[src/hw/ps_cfg_map.vh]
// Constants for the passive serial configuration slave
`ifndef PS_CFG_MAP_VH
`define PS_CFG_MAP_VH
// Power-on reset delay in microseconds and derived cycles at 25 MHz
`define POR_DELAY_US 268
`define SYS_CLK_MHZ 25
`define POR_DELAY_CYC (`POR_DELAY_US * `SYS_CLK_MHZ)
// Bitstream length in bits (default, parameter of the top)
`define CFG_BITS_DEFAULT 32'd64
// Falling edges needed after load complete to enter user mode
`define INIT_FALL_EDGES 2'd2
// Init-done enable option bit position within the first loaded byte
`define INIT_DONE_OPT_BIT 0
// Width of a stream word and depth of the buffer
`define CFG_WORD_W 8
`define CFG_FIFO_DEPTH 4
`endif

[src/hw/passive_serial_config_slave.v]
// Device-side passive serial configuration loader
//
// Summary of operation
// - In user mode request, status and load-complete lines all sit high.
// - Host pulling request low abandons user mode and restarts loading.
// - Status line is driven low throughout the power-on reset delay.
// - Load-complete stays low from power-up and throughout loading.
// - Load-complete is released only after all data is received.
// - Two serial clock falling edges after load-complete start user mode.
// - Serial data pin becomes user I/O per the dual-purpose option.
// - Once init-done option is loaded, init-done is low until init ends.
`timescale 1ns/10ps
`include "ps_cfg_map.vh"
module passive_serial_config_slave #(
  parameter POR_CYCLES = `POR_DELAY_CYC,
  parameter [31:0] CFG_BITS = `CFG_BITS_DEFAULT
)(
  // Clock, reset, enable
  input wire sys_clk_i,
  input wire resetn_i,
  input wire clk_en_i,
  // Configuration pins from the host
  input wire config_request_n_i,
  input wire serial_cfg_clock_i,
  input wire serial_cfg_bit_i,
  // Open-drain status line
  input wire cfg_state_line_n_i,
  output reg cfg_state_line_n_o,
  output reg cfg_state_line_n_oe_o,
  // Open-drain load-complete line
  output reg load_complete_o,
  output reg load_complete_oe_o,
  // Init-done line, open drain
  output reg init_done_o,
  output reg init_done_oe_o,
  // Dual-purpose data pin in user mode
  input wire user_pin_keep_i,
  input wire user_pin_out_i,
  input wire user_pin_oe_i,
  output reg user_pin_o,
  output reg user_pin_oe_o,
  // Loaded configuration words towards the fabric
  output reg cfg_word_valid_o,
  input wire cfg_word_ready_i,
  output reg [`CFG_WORD_W-1:0] cfg_word_o,
  output reg user_mode_o
);
  // One-hot states: reset delay, held by request, shifting the stream,
  // waiting for the two closing falls, then user mode
  localparam [4:0] ST_POR = 5'h01;
  localparam [4:0] ST_RESET = 5'h02;
  localparam [4:0] ST_LOAD = 5'h04;
  localparam [4:0] ST_INIT = 5'h08;
  localparam [4:0] ST_USER = 5'h10;

  reg [4:0] state_r;
  reg [4:0] state_nxt;
  // Synchroniser stages for the host pins
  reg [1:0] req_sync_r;
  reg [2:0] clk_sync_r;
  reg [1:0] dat_sync_r;
  reg [1:0] st_sync_r;
  // Counters and the input shifter
  reg [31:0] por_cnt_r;
  reg [31:0] bit_cnt_r;
  reg [2:0] shift_cnt_r;
  reg [`CFG_WORD_W-1:0] shift_r;
  reg word_valid_r;
  reg [1:0] fall_cnt_r;
  reg init_opt_r;
  reg fall_armed_r;
  // Internal nets
  wire req_n;
  wire st_line;
  wire clk_rise;
  wire clk_fall;
  wire data_bit;
  wire fifo_in_ready;
  wire fifo_out_valid;
  wire [`CFG_WORD_W-1:0] fifo_out_data;
  wire fifo_flush;
  wire all_bits;
  wire fifo_take;

  // Two-stage synchronisers, third stage for edge finding
  // Reset values match the idle pin levels, so no false edge follows reset
  always @(posedge sys_clk_i or negedge resetn_i)
  begin
    if (!resetn_i)
    begin
      req_sync_r <= 2'h3;
      clk_sync_r <= 3'h0;
      dat_sync_r <= 2'h0;
    end
    else if (clk_en_i)
    begin
      req_sync_r <= {req_sync_r[0], config_request_n_i};
      clk_sync_r <= {clk_sync_r[1:0], serial_cfg_clock_i};
      dat_sync_r <= {dat_sync_r[0], serial_cfg_bit_i};
    end
  end

  // Wired status level, seen low while the device itself pulls it
  always @(posedge sys_clk_i or negedge resetn_i)
  begin
    if (!resetn_i)
      st_sync_r <= 2'h0;
    else if (clk_en_i)
      st_sync_r <= {st_sync_r[0], cfg_state_line_n_i};
  end

  // Edge between the second and third serial clock stages
  function edge_seen;
    input [1:0] pair;
    input rising;
    begin
      if (rising)
        edge_seen = pair[0] & ~pair[1];
      else
        edge_seen = ~pair[0] & pair[1];
    end
  endfunction

  // Synchronised levels and serial clock edges
  assign req_n = req_sync_r[1];
  assign st_line = st_sync_r[1];
  assign data_bit = dat_sync_r[1];
  assign clk_rise = edge_seen(clk_sync_r[2:1], 1'b1);
  assign clk_fall = edge_seen(clk_sync_r[2:1], 1'b0);
  assign all_bits = (bit_cnt_r == CFG_BITS);
  assign fifo_flush = state_r[2] == 1'b0 && state_r[3] == 1'b0;
  assign fifo_take = fifo_out_valid & (~cfg_word_valid_o | cfg_word_ready_i);

  // Next-state decode
  always @*
  begin
    state_nxt = state_r;
    case (state_r)
      ST_POR:
        if (por_cnt_r >= POR_CYCLES - 1)
          state_nxt = ST_RESET;
      ST_RESET:
        if (req_n && st_line)
          state_nxt = ST_LOAD;
      ST_LOAD:
        if (!req_n)
          state_nxt = ST_RESET;
        else if (all_bits && !word_valid_r)
          state_nxt = ST_INIT;
      ST_INIT:
        if (!req_n)
          state_nxt = ST_RESET;
        // Stay until the last byte has left the output register too
        else if (fall_cnt_r == `INIT_FALL_EDGES && !fifo_out_valid &&
                 !cfg_word_valid_o)
          state_nxt = ST_USER;
      ST_USER:
        if (!req_n)
          state_nxt = ST_RESET;
      default:
        state_nxt = ST_POR;
    endcase
  end

  // State, counters and bit capture
  always @(posedge sys_clk_i or negedge resetn_i)
  begin
    if (!resetn_i)
    begin
      state_r <= ST_POR;
      por_cnt_r <= 32'h0;
      bit_cnt_r <= 32'h0;
      shift_cnt_r <= 3'h0;
      shift_r <= 8'h00;
      word_valid_r <= 1'b0;
      fall_cnt_r <= 2'h0;
      init_opt_r <= 1'b0;
    end
    else if (clk_en_i)
    begin
      state_r <= state_nxt;
      if (state_r == ST_POR)
        por_cnt_r <= por_cnt_r + 32'h1;
      if (word_valid_r && fifo_in_ready)
        word_valid_r <= 1'b0;
      // A rise met while the last byte still waits for the buffer is
      // dropped, so the fabric must keep the buffer drained
      if (state_r != ST_LOAD)
      begin
        bit_cnt_r <= 32'h0;
        shift_cnt_r <= 3'h0;
        word_valid_r <= 1'b0;
      end
      else if (clk_rise && !all_bits && !word_valid_r)
      begin
        shift_r <= {data_bit, shift_r[7:1]};
        bit_cnt_r <= bit_cnt_r + 32'h1;
        shift_cnt_r <= shift_cnt_r + 3'h1;
        if (shift_cnt_r == 3'h7)
        begin
          word_valid_r <= 1'b1;
          if (bit_cnt_r == 32'h7)
            init_opt_r <= shift_r[`INIT_DONE_OPT_BIT + 1];
        end
      end
      if (state_r == ST_RESET)
        init_opt_r <= 1'b0;
      if (state_r != ST_INIT)
        fall_cnt_r <= 2'h0;
      else if (clk_fall && fall_armed_r && fall_cnt_r != `INIT_FALL_EDGES)
        fall_cnt_r <= fall_cnt_r + 2'h1;
    end
  end

  // Arm the fall counter on a rise seen during initialization, so the
  // trailing fall of the last data bit is never taken as one of the two
  always @(posedge sys_clk_i or negedge resetn_i)
  begin
    if (!resetn_i)
      fall_armed_r <= 1'b0;
    else if (clk_en_i)
    begin
      if (state_r != ST_INIT)
        fall_armed_r <= 1'b0;
      else if (clk_rise)
        fall_armed_r <= 1'b1;
      else if (clk_fall)
        fall_armed_r <= 1'b0;
    end
  end

  // Output pins and fabric side, all registered
  always @(posedge sys_clk_i or negedge resetn_i)
  begin
    if (!resetn_i)
    begin
      cfg_state_line_n_o <= 1'b0;
      cfg_state_line_n_oe_o <= 1'b1;
      load_complete_o <= 1'b0;
      load_complete_oe_o <= 1'b1;
      init_done_o <= 1'b0;
      init_done_oe_o <= 1'b0;
      user_pin_o <= 1'b0;
      user_pin_oe_o <= 1'b0;
      cfg_word_valid_o <= 1'b0;
      cfg_word_o <= 8'h00;
      user_mode_o <= 1'b0;
    end
    else if (clk_en_i)
    begin
      cfg_state_line_n_o <= 1'b0;
      // Status low in reset-delay and while request held low
      cfg_state_line_n_oe_o <= state_nxt[0] | (state_nxt[1] & ~req_n);
      // Load-complete low until every bit is in
      load_complete_o <= 1'b0;
      load_complete_oe_o <= state_nxt[0] | state_nxt[1] | state_nxt[2];
      // Released lines float high in user mode
      init_done_o <= 1'b0;
      init_done_oe_o <= init_opt_r & ~state_nxt[4];
      user_mode_o <= state_nxt[4];
      // Data pin becomes user I/O after loading
      if (state_nxt[4] && !user_pin_keep_i)
      begin
        user_pin_o <= user_pin_out_i;
        user_pin_oe_o <= user_pin_oe_i;
      end
      else
      begin
        user_pin_o <= 1'b0;
        user_pin_oe_o <= 1'b0;
      end
      // Output register for the fabric, emptied outside loading and initialization
      if (fifo_flush)
        cfg_word_valid_o <= 1'b0;
      else if (fifo_take)
      begin
        cfg_word_valid_o <= 1'b1;
        cfg_word_o <= fifo_out_data;
      end
      else if (cfg_word_ready_i)
        cfg_word_valid_o <= 1'b0;
    end
  end

  // Word buffer between shifter and fabric
  // Four words absorb short fabric stalls while the host keeps clocking
  cfg_word_fifo #(
    .WIDTH(`CFG_WORD_W),
    .DEPTH(`CFG_FIFO_DEPTH)
  ) u_fifo (
    .sys_clk_i(sys_clk_i),
    .resetn_i(resetn_i),
    .clk_en_i(clk_en_i),
    .flush_i(fifo_flush),
    .in_valid_i(word_valid_r),
    .in_ready_o(fifo_in_ready),
    .in_data_i(shift_r),
    .out_valid_o(fifo_out_valid),
    .out_ready_i(fifo_take),
    .out_data_o(fifo_out_data)
  );
endmodule // passive_serial_config_slave

[src/hw/cfg_word_fifo.v]
// Small flip-flop FIFO for configuration words
`timescale 1ns/10ps
module cfg_word_fifo #(
  parameter WIDTH = 8,
  parameter DEPTH = 4
)(
  // Clock and reset
  input wire sys_clk_i,
  input wire resetn_i,
  input wire clk_en_i,
  input wire flush_i,
  // Fill side
  input wire in_valid_i,
  output wire in_ready_o,
  input wire [WIDTH-1:0] in_data_i,
  // Drain side
  output wire out_valid_o,
  input wire out_ready_i,
  output wire [WIDTH-1:0] out_data_o
);
  reg [WIDTH-1:0] mem_r [0:DEPTH-1];
  reg [1:0] wr_ptr_r;
  reg [1:0] rd_ptr_r;
  reg [2:0] count_r;
  wire do_wr;
  wire do_rd;
  integer i;

  // Handshake terms
  assign in_ready_o = (count_r != DEPTH[2:0]);
  assign out_valid_o = (count_r != 3'h0);
  assign out_data_o = mem_r[rd_ptr_r];
  assign do_wr = in_valid_i & in_ready_o;
  assign do_rd = out_valid_o & out_ready_i;

  // Storage and pointers
  always @(posedge sys_clk_i or negedge resetn_i)
  begin
    if (!resetn_i)
    begin
      wr_ptr_r <= 2'h0;
      rd_ptr_r <= 2'h0;
      count_r <= 3'h0;
      for (i = 0; i < DEPTH; i = i + 1)
        mem_r[i] <= {WIDTH{1'b0}};
    end
    else if (clk_en_i)
    begin
      if (flush_i)
      begin
        wr_ptr_r <= 2'h0;
        rd_ptr_r <= 2'h0;
        count_r <= 3'h0;
      end
      else
      begin
        if (do_wr)
        begin
          mem_r[wr_ptr_r] <= in_data_i;
          wr_ptr_r <= wr_ptr_r + 2'h1;
        end
        if (do_rd)
          rd_ptr_r <= rd_ptr_r + 2'h1;
        if (do_wr && !do_rd)
          count_r <= count_r + 3'h1;
        else if (do_rd && !do_wr)
          count_r <= count_r - 3'h1;
      end
    end
  end
endmodule // cfg_word_fifo

[config.mk]
export PLATFORM = sky130hd
export DESIGN_NAME = passive_serial_config_slave
export DESIGN_NICKNAME = d
export VERILOG_FILES = /design/src/hw/passive_serial_config_slave.v /design/src/hw/cfg_word_fifo.v
export VERILOG_INCLUDE_DIRS = /design/src /design/src/hw
export SDC_FILE = /design/constraint.sdc
export NUM_CORES = 1
export LEC_CHECK = 0
export BUFFER_PORTS_ARGS = -buffer_cell sky130_fd_sc_hd__buf_2
export CAP_MARGIN = 10
export CORE_ASPECT_RATIO = 1.4
export CORE_MARGIN = 4
export CORE_UTILIZATION = 56
export DETAILED_ROUTE_END_ITERATION = 10
export GPL_TIMING_DRIVEN = 0
export PLACE_DENSITY_LB_ADDON = 0.15
export SYNTH_ARGS = -nofsm -noshare
export SYNTH_HDL_FRONTEND = slang
export SYNTH_SLANG_ARGS = --single-unit
[constraint.sdc]
create_clock -name sys_clk_i -period 2 [get_ports sys_clk_i]
set_clock_uncertainty 0.15 [all_clocks]
set_input_delay 0 -clock sys_clk_i [delete_from_list [all_inputs] [get_ports sys_clk_i]]
set_output_delay 0 -clock sys_clk_i [all_outputs]
set_load 0.02 [all_outputs]
## Word-level counts from Yosys, hierarchy flattened

Cells that the tools add are included.

| storage, ports and cells | value |
|---|---|
| register bits after elaboration | 148 |
| output and inout bits | 18 |
| logic and storage cells | 171 |

| cells by class | value |
|---|---|
| $add $sub $neg | 8 |
| bitwise logic cells | 22 |
| mux-type cells | 44 |
| reduce and logical (&&, ||, !) cells | 45 |
| eq/ne operators | 19 |
| order comparisons | 4 |

Operator list:

| kind | number |
|---|---|
| adder 32 x 1 -> 32 bit (second input constant) | 2 |
| two-way mux 32 bit | 2 |
| two-way mux 5 bit | 7 |
| bitwise mux 32 bit | 1 |
| == test 32 x 3 -> 1 bit (second input constant) | 1 |
| == test 32 x 7 -> 1 bit (second input constant) | 1 |
| greater-or-equal comparator 32 x 13 -> 1 bit (second input constant) | 1 |
| case mux 5 bit (5 select lines) | 1 |
| two-way mux 8 bit | 3 |
| two-way mux 1 bit | 17 |
| binary-select mux 8 bit (select 2 bit) | 1 |
| demux 8 bit (select 2 bit) | 1 |
| AND reduction 2 bit | 8 |
| two-way mux 3 bit | 5 |
| logical AND 1 bit | 14 |
| nonzero test 2 bit | 7 |
| two-way mux 2 bit | 6 |
| nonzero test 3 bit | 4 |
| inequality test 3 bit (second input constant) | 3 |
| NOT 1 bit | 9 |
| AND reduction 3 bit | 3 |
| inequality test 2 bit (second input constant) | 4 |
| AND 1 bit | 7 |
| zero test 1 bit | 7 |
| 19 further kinds | 27 |

## Logic depth before layout (Yosys ltp)

Gate-level depths: netlist of run 1.

| logic depth | value |
|---|---|
| depth in word-level cells | 9 |
| depth in mapped cells | 9 |
| gate-level depth less buffers | 7 |

## Modules after synthesis

A second synthesis of run 1 with hierarchy kept.

| unflattened totals | value |
|---|---|
| cell total of the unflattened synthesis | 699 |
| area, all modules | 7668.6 um2 |

Modules (own cells, without submodules):

| module | times used | cells an instance | seq. area each (um2) | area each (um2) |
|---|---|---|---|---|
| passive_serial_config_slave | 1 | 570 | 2708.8 | 5710.5 |
| cfg_word_fifo | 1 | 129 | 975.9 | 1958.1 |

## Worst setup path before layout of run 1

No wires, ideal clock.

| timing | value |
|---|---|
| kind | flip-flop to flip-flop |
| start point | register bit_cnt_r[10] |
| end point | register bit_cnt_r[13] |
| arrival time | 1.929 ns |
| period minus slack after synthesis | 2.203 ns |
| stages on the path, launching flop included | 8 |
| data required time | 1.726 ns |
| slack | -0.203 ns |
| path buffers | 2 |
| path through | dfrtp_1 buf_6 nor4_1 nand4_2 o311a_4 buf_6 o211a_1 a211o_1 |

| between the ends | value |
|---|---|
| word-level cells in the longest chain between the ends | 6 |

Ends and longest elaborated chain:

| element | line | source |
|---|---|---|
| start: declaration | passive_serial_config_slave.v:65 | `reg [31:0] bit_cnt_r;` |
| start signal: assignment | passive_serial_config_slave.v:197 | `bit_cnt_r <= bit_cnt_r + 32'h1;` |
| branches (longest 6 deep; another with adder 32 x 1 -> 32 bit) | - |  |

Parallel ways; which one is timed is not known. The select of a mux whose other input is x is not followed.
A chain may end at the register's enable or synchronous reset.

## Final worst setup path of run 1

| timing | value |
|---|---|
| start point | register bit_cnt_r[5] |
| end point | register bit_cnt_r[13] |

The elaborated chain is that of the path after synthesis.

==> results.cfg, run 1 <==
[logic_synthesis]
synth_edf_count = 0
yosysTopAreaCell = dfrtp_1
yosysTopAreaCellShare = 0.480
yosysWarnings = 0
ys.flop_type = dfrtp_1
avgSynthCellArea_um2 = 11.0
ys_top_cells_by_area = dfrtp_1, mux2_2, nand2_1
post_synth_instance_area_um2 = 7410
synthCells = 676
async_reset_ff_frac = 1.00
ys_ff_latch = 147
ys_seq_area_frac = 0.497
synthTopCellsByCount = dfrtp_1, nand2_1, mux2_2
yosysMostFrequentCell = dfrtp_1
ys_types = 68

[pwr]
cellLeakagePower_nw = 4.73
powerDensity_nw_per_um2 = 761
vdd_ir_drop_max_mv = 0.560

[critical_path]
required_ps = 2160
crit_arrival_ps = 2580
r2r_slack_ps = -420
critPathLaunchType = flip-flop
worstSetupEndpointType = flip-flop
path_cells = nor4_4 > nand3_2 > o311a_4 > buf_8 > o211a_1 > a211o_1
slowest_delay_ps = 490
crit_slowest_cell = o311a_4
crit_fanout = 7
criticalPathCategory = reg2reg

[layout]
nFillCells = 762
final_core_util = 0.772
fin_cells = 993
stdcell_area_um2 = 9990
multi_input_area_um2 = 4130
syn_to_final_growth_pct = 34.9
insertedDiodeCount = 0
regArea_um2 = 3710
fin_nets = 826
drive_above_1_share = 0.426

[die]
core_um2 = 12900
dieHeight_um = 144
die_area_um2 = 15200
start_util = 0.573
io_pins = 29
die_w_um = 105
rows = 49

[placement]
dpl_cell_area_um2 = 7930
dp_cells = 882
dpl.hpwl_um = 11700
globalplace.congestion = 0.903
io_buffer_count = 25
place_ws_ps = -518

[sta]
relSlewSlack = 0.547
slew_viol_final = 0
hold_viol_final = 10
rsz0062_at_grt = yes
fmax_mhz = 413
fin_hold_ws_ps = -22.7
finalCriticalPeriod_ps = 2420
period_share = 1.21
setup_ws_ps = -423
worst_slew_pin_slew_ps = 680
setup_viol = 60

[clocking]
clk_path_buf_depth = 2
h-tree-depth = 4
insertion_delay_ps = 430
numCtsBuffers = 17
cts_tree = yes
cts_sinks = 147
clk_pin_slew_worst_paths_ps = 60
clockRootBuffer = clkbuf_16

[drt]
via_count = 6232
drc = 0
viasPerCell = 6.28
wl_um = 21100
drtPass1Iterations = 5
wire_per_inst_um = 21.2
drt_iter0_drc = 345
final_antenna_net_count = 0

[global_routing]
track_usage = 0.256
grt_max_degree = 82
overflow = 0
grt_pass1_wl_um = 30600
grt_pass1_vias = 6272
antenna_found_initial = 0

[flow_run]
maxCapViolations = 0

[outcome]
failed_checks = negative hold slack, negative setup slack
status = finished with violations

[hold_path]
hp-class = in2async
-- state kept, by name (all words and copies together), names as in the netlist, 2 cells and up --
signal           count
u_fifo.wr_ptr_r      2
cfg_word_o           8
u_fifo.mem_r        32
st_sync_r            2
shift_r              8
u_fifo.rd_ptr_r      2
bit_cnt_r           32
dat_sync_r           2
u_fifo.count_r       3
clk_sync_r           3
shift_cnt_r          3
state_r              5
fall_cnt_r           2
por_cnt_r           32
req_sync_r           2
-- kinds of logic (layout without fill, tap and decap cells) --
group	Yosys count	after routing	share of synthesized area
AOI/OAI and AO/OA	111	111	0.109
xor gates and xnor gates	36	36	0.0426
adders and majority gates	13	13	0.0230
buffers and inverters	53	190	0.0355
DFF	147	147	0.497
muxes	60	60	0.103
other	1	3	0.000506
and+or+nand+nor	255	255	0.189
-- final cells by class --
cell class,count,share of cell area
clock inverter,11,0.0205
clock buffer,21,0.0461
sequential,147,0.371
timing repair buffer,111,0.0951
buffer,23,0.0224
multi-input combinational,478,0.413
inverter,24,0.00902
tap,178,0.0223
-- path summary, 6_finish.rpt --
kind / from / to / cells past startpoint
hold / removal: resetn_i / por_cnt_r[12]$_DFFE_PN0P_ / 2
setup / recovery: bit_cnt_r[5]$_DFFE_PN0P_ / bit_cnt_r[13]$_DFFE_PN0P_ / 6
min in group sys_clk_i: serial_cfg_clock_i / clk_sync_r[0]$_DFFE_PN0P_ / 3
hold reg to reg: por_cnt_r[31]$_DFFE_PN0P_ / por_cnt_r[31]$_DFFE_PN0P_ / 1
setup reg to reg: bit_cnt_r[5]$_DFFE_PN0P_ / bit_cnt_r[13]$_DFFE_PN0P_ / 6
max in group asynchronous: resetn_i / bit_cnt_r[5]$_DFFE_PN0P_ / 3
-- metrics by stage --
stage	TNS (ps)	hold WS, ps	power (mW)
after CTS	-7660	11.4	7.53
after floorplan	-1050	-446	3.62
final	-14790	-22.7	7.61
after global placement	-203620	84.2	3.80
after detailed placement	-36950	-108	3.84
after global routing	-21110	63.3	7.84
-- worst max-delay path: cells and delay by family, from the launching register on --
kind / cells / cell delay [ps]
simple gates: 2 / 620
flops: 1 / 440
compound gates: 3 / 920
buf+inv: 1 / 160
-- placed cells by master (no fill, tap or decap), types with 10 or more instances in the layout --
cell type and count:
a211o_1 10, a21oi_1 10, a22o_1 10, buf_2 25
buf_4 64, buf_6 15, clkbuf_16 21, dfrtp_1 123
dfrtp_2 19, dlygate4sd3_1 10, ha_1 10, inv_1 22
mux2_2 50, nand2_1 59, nand2_2 10, nand3_1 25
nand4_1 16, nor2_1 10, nor4_1 12, nor4_4 10
o21ai_0 12, o21ai_1 10, xnor2_1 22, xor2_1 13
-- what timing repair did --
action                                  CTS  global route
buffers inserted                         42            28
pin swaps                                23            39
gates resized for setup                  92           104
hold buffers                             10             0
endpoints found under the setup margin  126           125
gates cloned                              1             5
endpoints found under the hold margin   161             0
-- routing by layer --
metal / track usage / up-vias / part of all wire
met5: 0 / - / 0
met4: 0.140 / 0 / 0.057
met3: 0.0523 / 97 / 0.043
met2: 0.483 / 259 / 0.55
met1: 0.264 / 3125 / 0.35
li1: - / 2751 / -
-- report_power, final --
part	switching [mW]	internal (mW)	total, mW
Sequential	0.145	3.10	3.24
Combinational	0.438	0.301	0.738
Clock	1.23	2.39	3.62
Power figures use the tool's default switching activity.
==> run 2: changes to the inputs <==
Settings changed: PLACE_DENSITY set to 0.79, PLACE_DENSITY_LB_ADDON 0.15 to unset.
==> run 2 against run 1 <==
The flow finishes with violations (negative setup slack). Critical path depth shrank 1. Global-route usage grew 1.8 points. Die area is the same. Combinational power grew 30%.
==> results.cfg, run 2 (same netlist as run 1, synthesis figures left out) <==
[critical_path]
crit_fanout = 9
slowest_delay_ps = 630
r2r_slack_ps = -450
cp-endpoint = state_r[3]$_DFFE_PN0P_
crit_slowest_cell = or4_4
path_cells = nor3_4 > nand3b_1 > or4_4 > nor4_2 > nand2b_1
r2r_cells = 5
critPathLaunchType = flip-flop
criticalPathCategory = reg2reg
reg2reg_from = state_r[1]$_DFFE_PN0P_
crit_arrival_ps = 2660
worstSetupEndpointType = flip-flop
critical_path.startpoint = state_r[1]$_DFFE_PN0P_
timing.rr.end = state_r[3]$_DFFE_PN0P_
required_ps = 2210

[layout]
fin_nets = 826
drive_above_1_share = 0.447
final_core_util = 0.778
fin_cells = 993
mostFrequentLayoutCells = dfrtp_1, nand2_1, buf_4
final_common_cell = dfrtp_1
insertedDiodeCount = 0
stdcell_area_um2 = 10100
syn_to_final_growth_pct = 35.9
reg_top3 = bit_cnt_r (32), por_cnt_r (32), u_fifo.mem_r (32)

[global_routing]
antenna_found_initial = 0
grt_pass1_vias = 6523
track_usage = 0.274
grt_max_degree = 75
grt_pass1_wl_um = 33000
overflow = 0

[outcome]
status = finished with violations
failed_checks = negative setup slack

[pwr]
vdd_ir_drop_max_mv = 0.591
intPower_mw = 5.36
power.switching_mw = 2.17
power.total_mw = 7.54
cellLeakagePower_nw = 4.67
swShare = 0.289
powerDensity_nw_per_um2 = 749
p_clk_frac = 0.437
p_comb_frac = 0.127
seqPwrFrac = 0.436

[sta]
relSlewSlack = 0.545
rsz0062_at_grt = yes
setup_viol = 75
period_share = 1.23
worst_slew_pin_slew_ps = 682
hold_viol_final = 0
setup_ws_ps = -453
slew_viol_final = 0
finalCriticalPeriod_ps = 2450
fmax_mhz = 408

[placement]
place_ws_ps = -506
dpl.hpwl_um = 11600
dp_cells = 882
dpl_cell_area_um2 = 7930
io_buffer_count = 25
globalplace.congestion = 0.884

[drt]
drc = 0
drt_iter0_drc = 540
via_count = 6597
final_antenna_net_count = 0
viasPerCell = 6.64
wl_um = 23900
drtPass1Iterations = 6
wire_per_inst_um = 24.1

[flow_run]
maxCapViolations = 0

[clocking]
cts_tree = yes
h-tree-depth = 4
clk_path_buf_depth = 2
clockRootBuffer = clkbuf_16
numCtsBuffers = 17
clk_pin_slew_worst_paths_ps = 70
cts_sinks = 147
insertion_delay_ps = 430

[die]
start_util = 0.573
core_um2 = 12900
dieHeight_um = 144
die_area_um2 = 15200
io_pins = 29
die_w_um = 105
rows = 49

[hold_path]
hp-class = in2async
-- run 2: cell types whose count changed in the layout (fill, tap and decap cells not counted), moves of 4 or more --
cell / before / now
bufinv_16: 6 / 2
buf_12: 2 / 6
nor4_1: 12 / 6
buf_4: 64 / 55
dfrtp_2: 19 / 24
dfrtp_1: 123 / 118
nor4_2: 3 / 12
inv_6: 0 / 6
nor2_2: 5 / 1
-- run 2: worst max-delay path: cells and delay by family, from the launching register on --
| family | cells | cell delay [ps] |
|---|---|---|
| AND/OR/NAND/NOR | 5 | 1720 |
| flip-flops | 1 | 520 |
-- run 2: per-layer routing --
metal | share of wire | GRT usage | vias up
li1 | - | - | 2760
met3 | 0.063 | 0.0549 | 142
met2 | 0.52 | 0.500 | 381
met4 | 0.062 | 0.126 | 0
met1 | 0.36 | 0.310 | 3314
met5 | 0 | 0 | -
-- run 2: worst min-delay path by stage --
stage | cells after the start | start | slack (ps) | end
final | 2 | resetn_i | 20 | fall_armed_r$_DFFE_PN0P_
after global routing | 2 | resetn_i | 100 | clk_sync_r[2]$_DFFE_PN0P_
after CTS | 2 | resetn_i | 50 | fall_cnt_r[0]$_DFFE_PN0P_
after detailed placement | 1 | resetn_i | -80 | fall_cnt_r[0]$_DFFE_PN0P_
after global placement | 2 | serial_cfg_clock_i | 80 | clk_sync_r[0]$_DFFE_PN0P_
after floorplan | 0 | resetn_i | -450 | bit_cnt_r[0]$_DFFE_PN0P_
-- run 2: layout make-up --
class,instances,area [um2]
multi-input combinational,478,4210
sequential,147,3710
fill,657,2870
timing repair buffer,110,1010
clock buffer,17,425
tap,178,223
buffer,24,221
clock inverter,15,168
inverter,24,90.1
-- run 2: per-stage QoR --
| step | setup TNS [ps] | hold WS, ps |
|---|---|---|
| 2_1_floorplan | -1050 | -446 |
| 3_3_place_gp | -199400 | 83.2 |
| 3_5_place_dp | -35240 | -79.5 |
| 4_1_cts | -7010 | 47.4 |
| 5_1_grt | -22250 | 95.9 |
| 6_report | -17680 | 18.4 |
-- run 2: repair_timing --
| item | 4_1_cts | 5_1_grt |
|---|---|---|
| hold buffers | 10 | 0 |
| pin swaps | 24 | 58 |
| gates resized for setup | 108 | 101 |
| buffers inserted | 39 | 30 |
| hold endpoints to repair | 89 | 0 |
| cloned | 4 | 2 |
| endpoints found under the setup margin | 125 | 128 |
-- run 2: power by group through the flow --
stage                     logic (mW)  registers, mW  clock network (mW)
after detailed placement       0.583           3.26                   0
after CTS                      0.696           3.24                3.27
after floorplan                0.382           3.24                   0
after global placement         0.547           3.25                   0
after global routing            1.00           3.29                3.45
final                          0.956           3.29                3.29
==> run 3: changes to the inputs <==
Settings changed: PLACE_DENSITY 0.79 to 0.75.
==> run 3 against run 2 <==
Total power fell by 2.5%. Register-to-register slack better by 130 ps. Core utilization down 1.2 points. Sequential share of layout area rose by 0.58 points. Non-clock buffer count is 6 lower. Critical path depth increased by 3. The flow still finishes with violations (negative setup slack). Count of clock-buffer cells in the layout grew 1. Worst setup slack gained 130 ps. First-iteration DRC count is the same. Die area did not move.
==> results.cfg, run 3 (same netlist as run 1, synthesis figures left out) <==
[outcome]
status = finished with violations
failed_checks = negative setup slack

[drt]
viasPerCell = 6.39
via_count = 6304
wl_um = 21200
drc = 0
wire_per_inst_um = 21.5
final_antenna_net_count = 0
drt_iter0_drc = 540
drtPass1Iterations = 6

[sta]
setup_viol = 66
worst_slew_pin_slew_ps = 795
fin_hold_ws_ps = 56.6
setup_ws_ps = -325
fmax_mhz = 430
relSlewSlack = 0.470
rsz0062_at_grt = yes
finalCriticalPeriod_ps = 2330
setup_tns_ps = -12260
hold_viol_final = 0
period_share = 1.16
slew_viol_final = 0

[critical_path]
required_ps = 2150
crit_fanout = 5
r2r_cells = 8
worstSetupEndpointType = flip-flop
critPathLaunchType = flip-flop
r2r_slack_ps = -330
criticalPathCategory = reg2reg
timing.rr.end = bit_cnt_r[3]$_DFFE_PN0P_
crit_arrival_ps = 2470
reg2reg_from = bit_cnt_r[19]$_DFFE_PN0P_

[global_routing]
antenna_found_initial = 0
grt_pass1_wl_um = 32000
track_usage = 0.265
overflow = 0
grt_pass1_vias = 6297
grt_max_degree = 97

[die]
rows = 49
io_pins = 29
die_area_um2 = 15200
core_um2 = 12900
dieHeight_um = 144
die_w_um = 105
start_util = 0.573

[layout]
multi_input_area_um2 = 4170
mostFrequentLayoutCells = dfrtp_1, nand2_1, buf_4
stdcell_area_um2 = 9910
regArea_um2 = 3710
drive_above_1_share = 0.423
fin_nets = 820
final_common_cell = dfrtp_1
fin_cells = 987
insertedDiodeCount = 0
reg_top3 = bit_cnt_r (32), por_cnt_r (32), u_fifo.mem_r (32)
syn_to_final_growth_pct = 33.8
nFillCells = 754

[hold_path]
hp-class = in2reg
min_from = clk_en_i
worstHoldEndpoint = req_sync_r[0]$_DFFE_PN1P_
hold_depth = 3

[placement]
globalplace.congestion = 0.890
io_buffer_count = 25
dpl_cell_area_um2 = 7930
dpl.hpwl_um = 11700
dp_cells = 882

[pwr]
p_comb_frac = 0.117
intPower_mw = 5.36
vdd_ir_drop_max_mv = 0.595
power.switching_mw = 1.99
p_clk_frac = 0.440
cellLeakagePower_nw = 4.66
swShare = 0.271
seqPwrFrac = 0.442
powerDensity_nw_per_um2 = 742

[clocking]
cts_tree = yes
clockRootBuffer = clkbuf_16
h-tree-depth = 4
numCtsBuffers = 17
insertion_delay_ps = 420
clk_pin_slew_worst_paths_ps = 70
clk_path_buf_depth = 2
cts_sinks = 147

[flow_run]
maxCapViolations = 0
[run 3: cell count changes in the layout (fill, tap and decap cells not counted), sizes merged]
cell / delta
dlygate4sd3: +2
clkinv: +3
inv: -4
clkbuf: -1
buf: -6
[run 3: critical path, cell delays in order, from the launching register on]
cell	delay, ps
dfrtp_2	470
nor4_4	380
nand3_2	160
buf_6	160
o311ai_4	210
buf_6	170
buf_6	130
nor3_1	60
a211o_1	280
[run 3: repair_timing]
action,4_1_cts,5_1_grt
pin swaps,19,34
gates resized for setup,107,86
endpoints found under the setup margin,124,114
cloned,5,1
setup buffers,35,26
hold endpoints to repair,157,0
hold buffers,12,0
[run 3: worst max path at each step]
stage                                    startpoint                        end  slack (ps)
after global routing      bit_cnt_r[18]$_DFFE_PN0P_   bit_cnt_r[3]$_DFFE_PN0P_        -350
after global placement                     resetn_i  bit_cnt_r[18]$_DFFE_PN0P_       -1510
final                     bit_cnt_r[19]$_DFFE_PN0P_   bit_cnt_r[3]$_DFFE_PN0P_        -330
after CTS                 bit_cnt_r[16]$_DFFE_PN0P_  bit_cnt_r[13]$_DFFE_PN0P_        -250
after detailed placement  bit_cnt_r[23]$_DFFE_PN0P_  bit_cnt_r[18]$_DFFE_PN0P_        -490
after floorplan           bit_cnt_r[12]$_DFFE_PN0P_  bit_cnt_r[13]$_DFFE_PN0P_         -90
[run 3: cell type report]
cell class | instances | area share
Timing Repair Buffer | 104 | 0.0922
Clock inverter | 14 | 0.0154
Buffer | 24 | 0.0211
Inverter | 24 | 0.00909
Tap cell | 178 | 0.0225
Sequential cell | 147 | 0.375
Multi-Input combinational cell | 478 | 0.421
Clock buffer | 18 | 0.0443
[run 3: per-layer routing]
| metal | vias up | global-route usage | part of all wire |
|---|---|---|---|
| met3 | 99 | 0.0505 | 0.056 |
| li1 | 2749 | - | - |
| met4 | 0 | 0.115 | 0.047 |
| met1 | 3151 | 0.305 | 0.37 |
| met5 | - | 0 | 0 |
| met2 | 305 | 0.482 | 0.52 |
[run 3: through the flow]
step / total power, mW / setup WS, ps / util
2_1_floorplan: 3.62 / -90.3 / -
3_3_place_gp: 3.80 / -1510 / 0.610
3_5_place_dp: 3.84 / -489 / 0.613
4_1_cts: 7.19 / -252 / 0.725
5_1_grt: 7.57 / -351 / 0.766
6_report: 7.35 / -325 / 0.766
[run 3: power by group through the flow]
stage / registers [mW] / clock network (mW) / logic (mW)
4_1_cts: 3.24 / 3.23 / 0.723
3_3_place_gp: 3.25 / 0 / 0.552
6_report: 3.25 / 3.24 / 0.862
5_1_grt: 3.27 / 3.37 / 0.929
2_1_floorplan: 3.24 / 0 / 0.382
3_5_place_dp: 3.26 / 0 / 0.583
